File: src/aerf_pkg.sv
// package: constants and types for the alarm event report formatter
package aerf_pkg;
   localparam int unsigned DIGIT_W   = 4;
   localparam int unsigned MSG_LEN   = 13;
   localparam logic [3:0]  LAST_IDX  = 4'hC;
   localparam logic [3:0]  QUAL_NEW  = 4'hE;
   localparam logic [3:0]  QUAL_RST  = 4'h3;
   localparam int unsigned QUEUE_D   = 4;
   localparam logic [7:0]  PART_SYS  = 8'h00;
   localparam logic [11:0] ZONE_ZERO = 12'h000;

   // event sources, mapped to event codes
   typedef enum logic [4:0] {
      AERF_SRC_FIRE        = 5'h00,
      AERF_SRC_SMOKE_VER   = 5'h01,
      AERF_SRC_WATERFLOW   = 5'h02,
      AERF_SRC_BURG_PERIM  = 5'h03,
      AERF_SRC_BURG_INTER  = 5'h04,
      AERF_SRC_BURG_24H    = 5'h05,
      AERF_SRC_BURG_ENTRY  = 5'h06,
      AERF_SRC_BURG_DAYNT  = 5'h07,
      AERF_SRC_POLL_SHORT  = 5'h08,
      AERF_SRC_RF_SUPV     = 5'h09,
      AERF_SRC_RPM_SUPV    = 5'h0A,
      AERF_SRC_MAINT_HIGH  = 5'h0B,
      AERF_SRC_MAINT_LOW   = 5'h0C,
      AERF_SRC_WALK_TESTED = 5'h0D,
      AERF_SRC_WALK_UNTEST = 5'h0E,
      AERF_SRC_RELAY_FAIL  = 5'h0F,
      AERF_SRC_DSM_SHUNT   = 5'h10,
      AERF_SRC_OPEN_CLOSE  = 5'h11,
      AERF_SRC_AC_LOSS     = 5'h12,
      AERF_SRC_CALLBACK    = 5'h13
   } aerf_src_t;

   typedef enum logic [1:0] {
      AERF_CLS_ALARM   = 2'h0,
      AERF_CLS_TROUBLE = 2'h1,
      AERF_CLS_USER    = 2'h2,
      AERF_CLS_SYSTEM  = 2'h3
   } aerf_cls_t;

   typedef struct packed {
      aerf_src_t   src;
      logic        restore;
      logic        system_wide;
      logic [7:0]  partition;
      logic [11:0] zone_or_user;
   } aerf_event_t;

   typedef struct packed {
      logic [15:0] subscriber_id_field;
      logic [3:0]  qualifier;
      logic [11:0] event_code_field;
      logic [7:0]  partition_field;
      logic [11:0] zone_or_user_field;
      logic        is_alarm;
   } aerf_msg_t;
endpackage

File: src/aerf_code_map.sv
// module: maps an event source to its event code and class
module aerf_code_map
   import aerf_pkg::*;
(
   // source
   input  aerf_pkg::aerf_src_t src_i,
   // result
   output logic [11:0]         code_o,
   output aerf_pkg::aerf_cls_t cls_o
);
   always_comb begin
      code_o = 12'h000;
      cls_o  = AERF_CLS_SYSTEM;
      unique case (src_i)
         AERF_SRC_FIRE:        begin code_o = 12'h110; cls_o = AERF_CLS_ALARM; end
         AERF_SRC_SMOKE_VER:   begin code_o = 12'h111; cls_o = AERF_CLS_ALARM; end
         AERF_SRC_WATERFLOW:   begin code_o = 12'h113; cls_o = AERF_CLS_ALARM; end
         AERF_SRC_BURG_PERIM:  begin code_o = 12'h131; cls_o = AERF_CLS_ALARM; end
         AERF_SRC_BURG_INTER:  begin code_o = 12'h132; cls_o = AERF_CLS_ALARM; end
         AERF_SRC_BURG_24H:    begin code_o = 12'h133; cls_o = AERF_CLS_ALARM; end
         AERF_SRC_BURG_ENTRY:  begin code_o = 12'h134; cls_o = AERF_CLS_ALARM; end
         AERF_SRC_BURG_DAYNT:  begin code_o = 12'h135; cls_o = AERF_CLS_ALARM; end
         AERF_SRC_POLL_SHORT:  begin code_o = 12'h142; cls_o = AERF_CLS_ALARM; end
         AERF_SRC_RF_SUPV:     begin code_o = 12'h381; cls_o = AERF_CLS_TROUBLE; end
         AERF_SRC_RPM_SUPV:    begin code_o = 12'h382; cls_o = AERF_CLS_TROUBLE; end
         AERF_SRC_MAINT_HIGH:  begin code_o = 12'h385; cls_o = AERF_CLS_TROUBLE; end
         AERF_SRC_MAINT_LOW:   begin code_o = 12'h386; cls_o = AERF_CLS_TROUBLE; end
         AERF_SRC_WALK_TESTED: begin code_o = 12'h611; cls_o = AERF_CLS_ALARM; end
         AERF_SRC_WALK_UNTEST: begin code_o = 12'h612; cls_o = AERF_CLS_ALARM; end
         AERF_SRC_RELAY_FAIL:  begin code_o = 12'h432; cls_o = AERF_CLS_TROUBLE; end
         AERF_SRC_DSM_SHUNT:   begin code_o = 12'h434; cls_o = AERF_CLS_TROUBLE; end
         AERF_SRC_OPEN_CLOSE:  begin code_o = 12'h401; cls_o = AERF_CLS_USER; end
         AERF_SRC_AC_LOSS:     begin code_o = 12'h301; cls_o = AERF_CLS_SYSTEM; end
         AERF_SRC_CALLBACK:    begin code_o = 12'h411; cls_o = AERF_CLS_USER; end
         default:              begin code_o = 12'h000; cls_o = AERF_CLS_SYSTEM; end
      endcase
   end
endmodule // aerf_code_map

File: src/aerf_formatter.sv
// module: alarm event report formatter, one digit at a time to the dialer
module aerf_formatter
   import aerf_pkg::*;
#(
   parameter int unsigned QDEPTH = QUEUE_D
) (
   // clock and reset
   input  wire logic                  clock_i,
   input  wire logic                  nrst_i,
   // configuration
   input  wire logic [15:0]           subscriber_id_i,
   input  wire logic                  open_rpt_en_i,
   // remote session status
   input  wire logic                  session_on_i,
   input  wire logic                  transfer_on_i,
   input  wire logic                  access_ok_i,
   // event input
   input  wire logic                  evt_valid_i,
   input  aerf_pkg::aerf_event_t      evt_i,
   output logic                       evt_ready_o,
   // digit stream to dialer
   output logic                       dig_valid_o,
   output logic [3:0]                 dig_o,
   output logic                       dig_last_o,
   input  wire logic                  dig_ready_i,
   // status
   output logic                       held_full_o
);
   import aerf_pkg::*;

   localparam int unsigned QPW = (QDEPTH > 1) ? $clog2(QDEPTH) : 1;

   // pin-level inputs pass two flops
   logic [1:0] sess_sync_ff;
   logic [1:0] xfer_sync_ff;
   logic [1:0] acc_sync_ff;
   logic       acc_prev_ff;
   logic       sess_on;
   logic       xfer_on;
   logic       acc_rise;

   always_ff @(posedge clock_i or negedge nrst_i) begin
      if (!nrst_i) begin
         sess_sync_ff <= 2'h0;
         xfer_sync_ff <= 2'h0;
         acc_sync_ff  <= 2'h0;
         acc_prev_ff  <= 1'b0;
      end else begin
         sess_sync_ff <= {sess_sync_ff[0], session_on_i};
         xfer_sync_ff <= {xfer_sync_ff[0], transfer_on_i};
         acc_sync_ff  <= {acc_sync_ff[0], access_ok_i};
         acc_prev_ff  <= acc_sync_ff[1];
      end
   end

   assign sess_on  = sess_sync_ff[1];
   assign xfer_on  = xfer_sync_ff[1] & sess_on;
   assign acc_rise = acc_sync_ff[1] & ~acc_prev_ff;

   // message assembly for the event port and for the callback report
   logic [11:0] in_code;
   aerf_cls_t   in_cls;
   aerf_msg_t   in_msg;
   aerf_msg_t   cb_msg;
   logic [11:0] cb_code;

   aerf_code_map u_map (
      .src_i  (evt_i.src),
      .code_o (in_code),
      .cls_o  (in_cls)
   );

   assign in_msg.subscriber_id_field = subscriber_id_i;
   assign in_msg.qualifier           = evt_i.restore ? QUAL_RST : QUAL_NEW;
   assign in_msg.event_code_field    = in_code;
   assign in_msg.partition_field     = evt_i.system_wide ? PART_SYS : evt_i.partition;
   assign in_msg.zone_or_user_field  = (in_cls == AERF_CLS_SYSTEM) ? ZONE_ZERO
                                      : evt_i.zone_or_user;
   assign in_msg.is_alarm            = (in_cls == AERF_CLS_ALARM);

   aerf_code_map u_cb_map (
      .src_i  (AERF_SRC_CALLBACK),
      .code_o (cb_code),
      .cls_o  ()
   );

   assign cb_msg.subscriber_id_field = subscriber_id_i;
   assign cb_msg.qualifier           = QUAL_NEW;
   assign cb_msg.event_code_field    = cb_code;
   assign cb_msg.partition_field     = PART_SYS;
   assign cb_msg.zone_or_user_field  = ZONE_ZERO;
   assign cb_msg.is_alarm            = 1'b0;

   // callback request pending flag, set wins over clear
   logic cb_pend_ff;

   // hold queue
   aerf_msg_t      q_mem_ff [QDEPTH];
   logic [QPW-1:0] q_rd_ff;
   logic [QPW-1:0] q_wr_ff;
   logic [QPW:0]   q_cnt_ff;
   logic           q_full;
   logic           q_empty;

   assign q_full      = (q_cnt_ff == (QPW+1)'(QDEPTH));
   assign q_empty     = (q_cnt_ff == '0);
   assign held_full_o = q_full;

   // serializer
   typedef enum logic [0:0] {
      AERF_ST_IDLE = 1'b0,
      AERF_ST_SEND = 1'b1
   } aerf_state_t;

   aerf_state_t state_ff;
   aerf_msg_t   msg_ff;
   logic [3:0]  idx_ff;
   logic [3:0]  dig_ff;

   wire idle       = (state_ff == AERF_ST_IDLE);
   wire evt_alarm  = in_msg.is_alarm;
   wire evt_trbl   = (in_cls == AERF_CLS_TROUBLE);
   wire evt_drop   = xfer_on & (evt_alarm | evt_trbl);
   wire evt_defer  = sess_on & ~evt_drop & ~evt_alarm;
   wire evt_now    = ~evt_drop & ~evt_defer;
   wire may_send   = idle & ~sess_on;
   wire release_q  = may_send & ~q_empty;
   wire cb_deliver = sess_on | ~q_empty;
   // deferred event, or callback while session is on, goes to queue; so does either while the queue is not empty
   wire evt_to_q   = evt_valid_i & ~evt_drop & (evt_defer | ~q_empty) & ~q_full & ~release_q;
   wire evt_direct = evt_valid_i & evt_now & q_empty & idle & ~cb_pend_ff;
   wire cb_to_q    = cb_pend_ff & ~evt_valid_i & ~q_full & ~release_q & cb_deliver;
   wire cb_direct  = cb_pend_ff & ~evt_valid_i & q_empty & may_send;

   assign evt_ready_o = evt_drop | evt_to_q | evt_direct;

   wire q_push = evt_to_q | cb_to_q;
   wire q_pop  = release_q;
   wire load   = evt_direct | cb_direct | release_q;

   always_ff @(posedge clock_i or negedge nrst_i) begin
      if (!nrst_i) begin
         cb_pend_ff <= 1'b0;
      end else if (acc_rise & open_rpt_en_i) begin
         cb_pend_ff <= 1'b1;
      end else if (cb_to_q | cb_direct) begin
         cb_pend_ff <= 1'b0;
      end
   end

   always_ff @(posedge clock_i) begin
      if (q_push) begin
         q_mem_ff[q_wr_ff] <= evt_to_q ? in_msg : cb_msg;
      end
   end

   always_ff @(posedge clock_i or negedge nrst_i) begin
      if (!nrst_i) begin
         q_rd_ff  <= '0;
         q_wr_ff  <= '0;
         q_cnt_ff <= '0;
      end else begin
         if (q_push) begin
            q_wr_ff <= (q_wr_ff == QPW'(QDEPTH-1)) ? '0 : q_wr_ff + 1'b1;
         end
         if (q_pop) begin
            q_rd_ff <= (q_rd_ff == QPW'(QDEPTH-1)) ? '0 : q_rd_ff + 1'b1;
         end
         q_cnt_ff <= q_cnt_ff + (QPW+1)'(q_push) - (QPW+1)'(q_pop);
      end
   end

   // digit select, most significant first
   localparam int unsigned MSG_W = DIGIT_W * MSG_LEN;

   aerf_msg_t        nxt_msg;
   logic [MSG_W-1:0] digits;
   logic [5:0]       nxt_lo;
   logic [3:0]       nxt_dig;

   assign nxt_msg = release_q ? q_mem_ff[q_rd_ff] : (evt_direct ? in_msg : cb_msg);
   assign digits  = {msg_ff.subscriber_id_field, msg_ff.qualifier, msg_ff.event_code_field,
                     msg_ff.partition_field, msg_ff.zone_or_user_field};
   // low bit of the following digit, parked on the last digit
   assign nxt_lo  = (idx_ff >= LAST_IDX) ? 6'h00 : 6'(MSG_W - 2*DIGIT_W) - {idx_ff, 2'h0};
   assign nxt_dig = digits[nxt_lo +: 4];

   always_ff @(posedge clock_i or negedge nrst_i) begin
      if (!nrst_i) begin
         state_ff <= AERF_ST_IDLE;
         msg_ff   <= '0;
         idx_ff   <= 4'h0;
         dig_ff   <= 4'h0;
      end else begin
         unique case (state_ff)
            AERF_ST_IDLE: begin
               if (load) begin
                  state_ff <= AERF_ST_SEND;
                  msg_ff   <= nxt_msg;
                  idx_ff   <= 4'h0;
                  dig_ff   <= nxt_msg.subscriber_id_field[15:12];
               end
            end
            AERF_ST_SEND: begin
               if (dig_ready_i) begin
                  if (idx_ff == LAST_IDX) begin
                     state_ff <= AERF_ST_IDLE;
                  end else begin
                     idx_ff <= idx_ff + 4'h1;
                     dig_ff <= nxt_dig;
                  end
               end
            end
         endcase
      end
   end

   assign dig_valid_o = (state_ff == AERF_ST_SEND);
   assign dig_o       = dig_ff;
   assign dig_last_o  = dig_valid_o & (idx_ff == LAST_IDX);
endmodule // aerf_formatter

File: config.mk
export PLATFORM = sky130hd
export DESIGN_NAME = aerf_formatter
export DESIGN_NICKNAME = d
export VERILOG_FILES = /design/src/aerf_pkg.sv /design/src/aerf_code_map.sv /design/src/aerf_formatter.sv
export SDC_FILE = /design/constraint.sdc
export NUM_CORES = 1
export LEC_CHECK = 0
export ABC_AREA = 0
export BUFFER_PORTS_ARGS = -buffer_cell sky130_fd_sc_hd__buf_2
export CAP_MARGIN = 10
export CORE_MARGIN = 4
export CORE_UTILIZATION = 35
export CTS_CLUSTER_DIAMETER = 30
export DETAILED_ROUTE_END_ITERATION = 16
export GPL_TIMING_DRIVEN = 0
export SLEW_MARGIN = 20
export SYNTH_ARGS = -nofsm -noshare
export SYNTH_HDL_FRONTEND = slang
export SYNTH_SLANG_ARGS = --single-unit
File: constraint.sdc
create_clock -name clock_i -period 4.04 [get_ports clock_i]
set_input_delay 0.808 -clock clock_i [delete_from_list [all_inputs] [get_ports clock_i]]
set_output_delay 0.808 -clock clock_i [all_outputs]
set_load 0.005 [all_outputs]
==> impl_metrics.py, run 1 <==
metrics = {
    "final_layout": {
        "final_common_cell": "edfxtp_1",
        "multi_input_area_um2": 3740,
        "finalNetCount": 945,
        "fill_cells": 2855,
        "fin_cells": 1370,
        "mostFrequentLayoutCells": "edfxtp_1 (192), nand2_1 (86), buf_2 (74)",
        "area_growth_pct": 25.4,
        "seqCellArea_um2": 7490,
        "drive_gt1_share_pct": 30.3,
        "diodes": 0,
    },
    "logic_synthesis": {
        "synth-simple-area-share_pct": 8.26,
        "synth_nets": 826,
        "ys.flop_type": "edfxtp_1",
        "synth_top_family_by_area": "multiplexers",
        "synth-adder-area-share_pct": 1.58,
        "syn-instance-count": 761,
        "synth.mux.area_fraction_pct": 13.0,
        "synthXorXnorAreaFrac_pct": 0.302,
        "synth-seq-cells": 261,
        "yosysWarnings": 0,
        "syn_area_um2": 11600,
        "ys_seq_area_share_pct": 64.7,
        "syn_avg_cell_area_um2": 15.2,
        "synth-edff-count": 192,
        "synth_compound_area_share_pct": 9.02,
        "synthArstFlopShare_pct": 26.4,
        "synth_cell_types": 69,
    },
    "detailed_routing": {
        "via_per_inst": 5.19,
        "drt_iter0_drc": 608,
        "vias": 7114,
        "wl_mm": 28.4,
        "wl_per_cell_um": 20.7,
        "route.detailed.drc": 0,
        "antenna_left": 0,
        "dr.pass1.iters": 5,
    },
    "clock_tree": {
        "cts_buffers": 56,
        "clkLatencyLatePin_ns": 0.57,
        "postCtsSetupRepairBufs": 0,
        "htreeDepth": 2,
        "cts.sinks": 261,
        "cts_resized": 0,
        "cts_root_buf": "clkbuf_16",
        "clk_pin_slew_ns": 0.05,
        "cts_tree": "built",
        "cts_buffer_depth": 3,
        "postCtsHoldBufs": 0,
    },
    "sta": {
        "setup_viol": 0,
        "finalMaxSlewViolations": 0,
        "finClkSkew_ns": 0.0241,
        "fmaxAchievable_mhz": 272,
        "rsz0062_at_grt": "no",
        "holdWs_ns": 0.214,
        "hold_viol": 0,
        "fin_crit_sh_pct": 90.9,
        "min_period_ns": 3.67,
        "slew_headroom_pct": 48.5,
        "tightest_slew_ns": 0.772,
        "layout_setup_ws_ns": 0.368,
    },
    "critical_path": {
        "cp_top_family": "buffers and inverters",
        "cp_common_cell": "buf_2",
        "startpoint_type": "input pin",
        "cp_max_fo": 10,
        "reg2reg_depth": 9,
        "arrival_ns": 2.86,
        "path_class": "input pin to primary output",
        "cp_slowest_cell": "or2b_1",
        "crit_path_max_incr_delay_ns": 0.28,
        "path_buf_inv": 6,
        "crit_chain": "buf_2 > inv_1 > ha_1 > buf_4 > or2b_1 > a21oi_1 > o21a_1 > buf_4 > buf_2 > a32oi_1 > nand2_1 > buf_2",
        "cp.depth": 12,
        "crit_required_ns": 3.23,
        "endpoint_kind": "primary output",
    },
    "die": {
        "core_area_um2": 32600,
        "start_util_pct": 35.5,
        "die_h_um": 190,
        "ios": 59,
        "die_x_um": 190,
        "dieArea_um2": 36100,
        "row_count": 66,
    },
    "grt": {
        "overflow": 0,
        "grt_max_degree": 36,
        "antenna_found_initial": 1,
        "track_usage_pct": 15.8,
        "first_global_vias": 7228,
        "grt_pass1_wl_mm": 43.5,
    },
    "run": {
        "drv_cap": 0,
    },
    "power": {
        "p_leak_uw": 0.00544,
        "power_density_nw_per_um2": 829,
        "ir_worst_vdd_v": 0.000358,
    },
    "min_path": {
        "hold_path.class": "input pin to asynchronous set/reset pin",
    },
    "placement": {
        "gp_congestion": 0.829,
        "preCtsSetupSlack_ns": 0.368,
        "io_buffer_count": 55,
        "placedCellCount": 1264,
        "hpwl_mm": 19.1,
    },
    "outcome": {
        "outcome": "finished clean",
    },
}
==> registers in the layout (all words and copies together) (netlist names) <==
register	count
acc_prev_ff	1
acc_sync_ff	2
cb_pend_ff	1
dig_o	4
dig_valid_o	1
digits	45
idx_ff	4
q_cnt_ff	3
q_mem_ff	192
q_rd_ff	2
q_wr_ff	2
sess_sync_ff	2
xfer_sync_ff	2
==> through the flow <==
stage	TNS (ns)	total power [uW]	util, %	area (um^2)
final	0	12100	44.5	14500
after global routing	0	12600	44.5	14500
after CTS	0	12200	44.5	14500
after detailed placement	0	7460	38.5	12600
after global placement	-131.87	7320	38.1	12400
after floorplan	0	6360	-	11600
==> metal layers <==
layer	wire length, um	track usage (%)
met1	12700	21.6
met2	13500	25.5
met3	1410	3.10
met4	766	5.51
met5	20	0
==> cell type report <==
class,instances,share of cell area (%)
Tap cell,442,3.81
Clock inverter,35,3.02
Inverter,18,0.465
Multi-Input combinational cell,428,25.8
Timing Repair Buffer,61,2.74
Clock buffer,71,10.6
Sequential cell,261,51.6
Buffer,54,2.03
==> power by group <==
part | switching (uW) | internal (uW) | leakage (uW)
Combinational | 1730 | 1480 | 0.00191
Clock | 1460 | 3200 | 0.000947
Sequential | 362 | 3820 | 0.00258
==> synth_stat cells, types with 4 or more instances <==
cell type  instances  area share, %
edfxtp_1         192             50
nand2_1           86            2.8
dfrtp_1           69             15
mux4_2            56             11
nor2_1            42            1.4
and3_1            25            1.4
buf_2             20           0.86
a31oi_1           18           0.97
inv_1             17           0.55
clkbuf_1          16           0.52
o22a_1            16            1.2
ha_1              13            1.4
o31ai_1           13           0.84
a2bb2oi_2         11            1.4
mux2_2            11            1.1
nor2b_1           11           0.59
a21oi_1           10           0.43
o21ai_0           10           0.43
nand2b_1           9           0.49
nor3_1             9           0.39
mux2i_1            8           0.69
buf_1              6           0.19
buf_4              6           0.39
buf_6              6           0.58
o211ai_1           5           0.32
o21ai_1            5           0.22
a221o_1            4           0.35
mux2_1             4           0.39
o31a_1             4           0.30
==> logic make-up after synthesis <==
family | after synthesis
DFF | 261
and+or+nand+nor | 202
AOI/OAI and AO/OA | 129
muxes | 79
buffers and inverters | 72
adders and majority gates | 14
xor gates and xnor gates | 4
==> final timing paths <==
path,start,endpoint,slack [ns]
worst max-delay path,evt_i[22],evt_ready_o,0.37
worst min-delay path,nrst_i,digits[19],0.21
worst max register to register,dig_valid_o,q_cnt_ff[2],1.28
worst min register to register,acc_sync_ff[0],acc_sync_ff[1],0.35
max in group asynchronous,nrst_i,digits[46],3.26
min in group clock_i,acc_sync_ff[0],acc_sync_ff[1],0.35
Power figures use the tool's default switching activity.
==> run 2, diff against run 1 <==
CORE_UTILIZATION = 55   (was 35)
PLACE_DENSITY = 0.76   (was not set)
TNS_END_PERCENT = 20   (was not set)
clock period = 3.3 ns   (was 4.04 ns; I/O delays follow)
==> impl_metrics.py, run 2 (synthesis gave the netlist of run 1 again) <==
metrics = {
    "placement": {
        "hpwl_mm": 17.6,
        "gp_congestion": 0.905,
        "io_buffer_count": 55,
        "placedCellCount": 1092,
    },
    "critical_path": {
        "cp_max_fo": 10,
        "arrival_ns": 2.51,
        "path_class": "input pin to primary output",
        "crit_required_ns": 2.64,
        "startpoint_type": "input pin",
        "endpoint_kind": "primary output",
    },
    "final_layout": {
        "drive_gt1_share_pct": 29.7,
        "fin_cells": 1185,
        "largest_register_ffs": 192,
        "fill_cells": 1354,
        "largest_register": "q_mem_ff",
        "area_growth_pct": 20.8,
        "final_common_cell": "edfxtp_1",
        "finalNetCount": 937,
        "mostFrequentLayoutCells": "edfxtp_1 (192), nand2_1 (86), buf_2 (72)",
    },
    "clock_tree": {
        "htreeDepth": 2,
        "postCtsHoldBufs": 0,
        "cts_resized": 1,
        "cts.sinks": 261,
        "cts_buffers": 49,
        "clkLatencyLatePin_ns": 0.54,
        "postCtsSetupRepairBufs": 0,
        "clk_pin_slew_ns": 0.05,
        "cts_root_buf": "clkbuf_16",
        "cts_buffer_depth": 3,
        "cts_tree": "built",
    },
    "power": {
        "power_density_nw_per_um2": 991,
        "ir_worst_vdd_v": 0.000471,
        "p_leak_uw": 0.00529,
    },
    "detailed_routing": {
        "via_per_inst": 6.08,
        "dr.pass1.iters": 5,
        "antenna_left": 0,
        "wl_mm": 27.0,
        "vias": 7207,
        "drt_iter0_drc": 688,
        "route.detailed.drc": 0,
        "wl_per_cell_um": 22.8,
    },
    "grt": {
        "antenna_found_initial": 3,
        "first_global_vias": 7586,
        "track_usage_pct": 23.6,
        "overflow": 0,
        "grt_pass1_wl_mm": 43.0,
        "grt_max_degree": 46,
    },
    "outcome": {
        "outcome": "finished clean",
    },
    "die": {
        "ios": 59,
        "die_h_um": 153,
        "core_area_um2": 20500,
        "start_util_pct": 56.5,
        "row_count": 52,
        "dieArea_um2": 23400,
        "die_x_um": 153,
    },
    "sta": {
        "finalMaxSlewViolations": 0,
        "setup_viol": 0,
        "tightest_slew_ns": 0.700,
        "fmaxAchievable_mhz": 315,
        "hold_viol": 0,
        "holdWs_ns": 0.0415,
        "slew_headroom_pct": 53.4,
        "fin_crit_sh_pct": 96.1,
        "rsz0062_at_grt": "no",
        "min_period_ns": 3.17,
        "finClkSkew_ns": 0.0239,
    },
    "run": {
        "drv_cap": 0,
    },
    "min_path": {
        "hold_path.class": "input pin to asynchronous set/reset pin",
    },
}
-- run 2: worst max-delay path: stages --
cell,delay (ns)
buf_2,0.15
inv_1,0.12
ha_1,0.17
buf_4,0.17
or3b_4,0.41
a31oi_4,0.26
nor2_2,0.08
nand2_1,0.10
buf_6,0.18
nand2_1,0.07
buf_2,0.13
-- run 2: path summary, 6_finish.rpt --
kind | slack [ns] | startpoint | cells past startpoint | endpoint
worst min register to register | 0.35 | sess_sync_ff[0] | 0 | sess_sync_ff[1]
worst max-delay path | 0.13 | evt_i[22] | 11 | evt_ready_o
worst max register to register | 0.51 | dig_valid_o | 9 | q_cnt_ff[2]
min in group clock_i | 0.22 | session_on_i | 1 | sess_sync_ff[0]
max in group asynchronous | 2.68 | nrst_i | 2 | digits[34]
worst min-delay path | 0.04 | nrst_i | 1 | sess_sync_ff[1]
-- run 2: metrics by stage --
step	utilization (%)	area (um^2)	power, uW	worst slack (ns)	TNS, ns
floorplan	-	11600	7790	0.0511	0
global placement	59.6	12200	8820	-1.08	-172.42
detailed placement	60.3	12400	9020	-0.0679	-0.163
CTS	68.2	14000	13900	0.0890	0
global route	68.3	14000	14500	0.0151	0
finish	68.3	14000	13900	0.128	0
-- run 2: report_power, final --
| part | switching, uW | leakage (uW) | internal [uW] |
|---|---|---|---|
| clock | 1740 | 0.000787 | 3090 |
| sequential | 475 | 0.00258 | 4670 |
| combinational | 2070 | 0.00192 | 1820 |
-- run 2: final cells by class --
| cell class | instances | area (um^2) | area share, % |
|---|---|---|---|
| clock buffers | 59 | 1340 | 9.55 |
| repair buffers | 61 | 413 | 2.95 |
| inverters | 18 | 67.6 | 0.483 |
| diodes | 2 | 5.00 | 0.0358 |
| clock inverters | 33 | 298 | 2.13 |
| flip-flops and latches | 261 | 7490 | 53.5 |
| well taps | 270 | 338 | 2.41 |
| multi-input cells | 428 | 3750 | 26.8 |
| plain buffers | 53 | 297 | 2.12 |
-- run 2: routing by layer --
| metal | vias up | track usage [%] | part of all wire [%] |
|---|---|---|---|
| li1 | 3185 | - | - |
| met1 | 3632 | 32.2 | 40 |
| met2 | 327 | 38.3 | 50 |
| met3 | 61 | 4.44 | 6.9 |
| met4 | 2 | 8.91 | 2.9 |
| met5 | - | 0 | 0.044 |
==> run 3, diff against run 2 <==
CORE_MARGIN = not set   (was 4)
==> impl_metrics.py, run 3 (synthesis gave the netlist of run 1 again) <==
metrics = {
    "critical_path": {
        "reg2reg_slack_ns": 0.56,
        "endpoint_kind": "primary output",
        "path_class": "input pin to primary output",
        "crit_required_ns": 2.64,
        "startpoint_type": "input pin",
        "cp_slowest_cell": "or3b_4",
        "cp_max_fo": 10,
        "crit_chain": "buf_2 > inv_1 > ha_1 > buf_4 > or3b_4 > a31oi_4 > nor2_2 > nand2_1 > clkbuf_4 > nand2_1 > buf_2",
        "arrival_ns": 2.53,
        "crit_path_max_incr_delay_ns": 0.41,
    },
    "final_layout": {
        "largest_register_ffs": 192,
        "diodes": 0,
        "drive_gt1_share_pct": 29.0,
        "fill_cells": 1411,
        "stdcell_area_um2": 13800,
        "final_common_cell": "edfxtp_1",
        "seqCellArea_um2": 7490,
        "multi_input_area_um2": 3750,
        "largest_register": "q_mem_ff",
        "area_growth_pct": 19.4,
        "mostFrequentLayoutCells": "edfxtp_1 (192), nand2_1 (86), buf_2 (72)",
        "finalNetCount": 932,
    },
    "die": {
        "die_x_um": 147,
        "ios": 59,
        "core_area_um2": 20400,
        "start_util_pct": 56.7,
        "dieArea_um2": 21600,
        "row_count": 52,
        "die_h_um": 147,
    },
    "detailed_routing": {
        "vias": 7221,
        "top_layer": "met4",
        "met1_length_mm": 10.8,
        "route.detailed.drc": 0,
        "dr.pass1.iters": 5,
        "via_per_inst": 6.17,
        "wl_per_cell_um": 23.2,
        "antenna_left": 0,
        "wl_met3_mm": 1.86,
        "wl_mm": 27.1,
        "wl_met2_mm": 13.6,
        "drt_iter0_drc": 600,
    },
    "grt": {
        "grt_max_degree": 57,
        "track_usage_pct": 26.2,
        "antenna_found_initial": 0,
        "overflow": 0,
        "grt_pass1_wl_mm": 42.4,
        "first_global_vias": 7580,
    },
    "placement": {
        "dpl-instance-area_um2": 12400,
        "hpwl_mm": 17.6,
        "gp_congestion": 0.915,
        "io_buffer_count": 55,
    },
    "sta": {
        "min_period_ns": 3.19,
        "finClkSkew_ns": 0.0243,
        "rsz0062_at_grt": "no",
        "holdWs_ns": 0.256,
        "tns_ns": 0,
        "finalMaxSlewViolations": 0,
        "setup_viol": 0,
        "tightest_slew_ns": 0.719,
        "hold_viol": 0,
        "fmaxAchievable_mhz": 313,
        "slew_headroom_pct": 52.1,
        "fin_crit_sh_pct": 96.7,
    },
    "outcome": {
        "outcome": "finished clean",
    },
    "clock_tree": {
        "cts_buffers": 43,
        "clkLatencyLatePin_ns": 0.53,
        "cts_buffer_depth": 3,
        "htreeDepth": 2,
        "cts.sinks": 261,
        "cts_root_buf": "clkbuf_16",
        "clk_pin_slew_ns": 0.05,
        "cts_tree": "built",
    },
    "power": {
        "power_density_nw_per_um2": 978,
        "p_leak_uw": 0.00520,
        "ir_worst_vdd_v": 0.000491,
    },
    "min_path": {
        "hold_path.class": "input pin to register",
    },
    "run": {
        "drv_cap": 0,
    },
}
## run 3: cell types whose count changed in the layout (fill, tap and decap cells not counted), sizes merged
cell         before  now
inv              30   22
clkbuf           75   68
clkinv           14   10
bufinv            2    5
clkinvlp          5    8
diode             2    0
buf              98   97
dlygate4sd3       0    1
## run 3: final timing paths
path	start	endpoint	cells past startpoint
max	evt_i[22]	evt_ready_o	11
min	transfer_on_i	xfer_sync_ff[0]	1
max reg2reg	dig_valid_o	q_cnt_ff[2]	9
min reg2reg	sess_sync_ff[0]	sess_sync_ff[1]	0
max in group asynchronous	nrst_i	digits[16]	3
min in group asynchronous	nrst_i	q_cnt_ff[2]	2
## run 3: repair_timing
item | CTS | global route
pin swaps | 0 | 0
setup endpoints to repair | 1 | 1
endpoints found under the hold margin | 3 | 0
hold buffers | 1 | 0
setup buffers | 0 | 0
gates resized for setup | 1 | 2
## run 3: per-stage QoR
stage / instances / power, uW / utilization (%) / worst slack, ns
detailed placement: 1092 / 9050 / 60.5 / -0.0630
CTS: 1170 / 13600 / 67.7 / 0.0332
floorplan: 761 / 7790 / - / 0.0511
finish: 1170 / 13500 / 67.7 / 0.109
global placement: 1086 / 8840 / 59.7 / -1.15
global route: 1170 / 14100 / 67.7 / 0.0144
## run 3: power breakdown
group | leakage (uW) | total [uW] | switching [uW] | internal (uW)
Clock | 0.000694 | 4460 | 1560 | 2900
Sequential | 0.00258 | 5150 | 480 | 4670
Combinational | 0.00192 | 3910 | 2090 | 1820
Total | 0.00520 | 13500 | 4130 | 9400
## run 3: final cells by class
class                           instances  share of cell area [%]
Clock inverter                         27                    2.30
Inverter                               18                   0.488
Buffer                                 53                    2.12
Sequential cell                       261                    54.2
Timing Repair Buffer                   62                    3.11
Tap cell                              270                    2.44
Multi-Input combinational cell        428                    27.1
Clock buffer                           51                    8.30
## run 3: critical path, delay by kind of cell
family,cells,cell delay (ns)
and+or+nand+nor,4,0.66
buffers and inverters,5,0.79
adders and majority gates,1,0.15
AOI/OAI and AO/OA,1,0.28
## run 3: per-layer routing
layer  track usage (%)  vias up
li1                  -     3158
met1              34.4     3704
met2              43.6      300
met3              4.91       59
met4              9.79        0
met5                 0        -
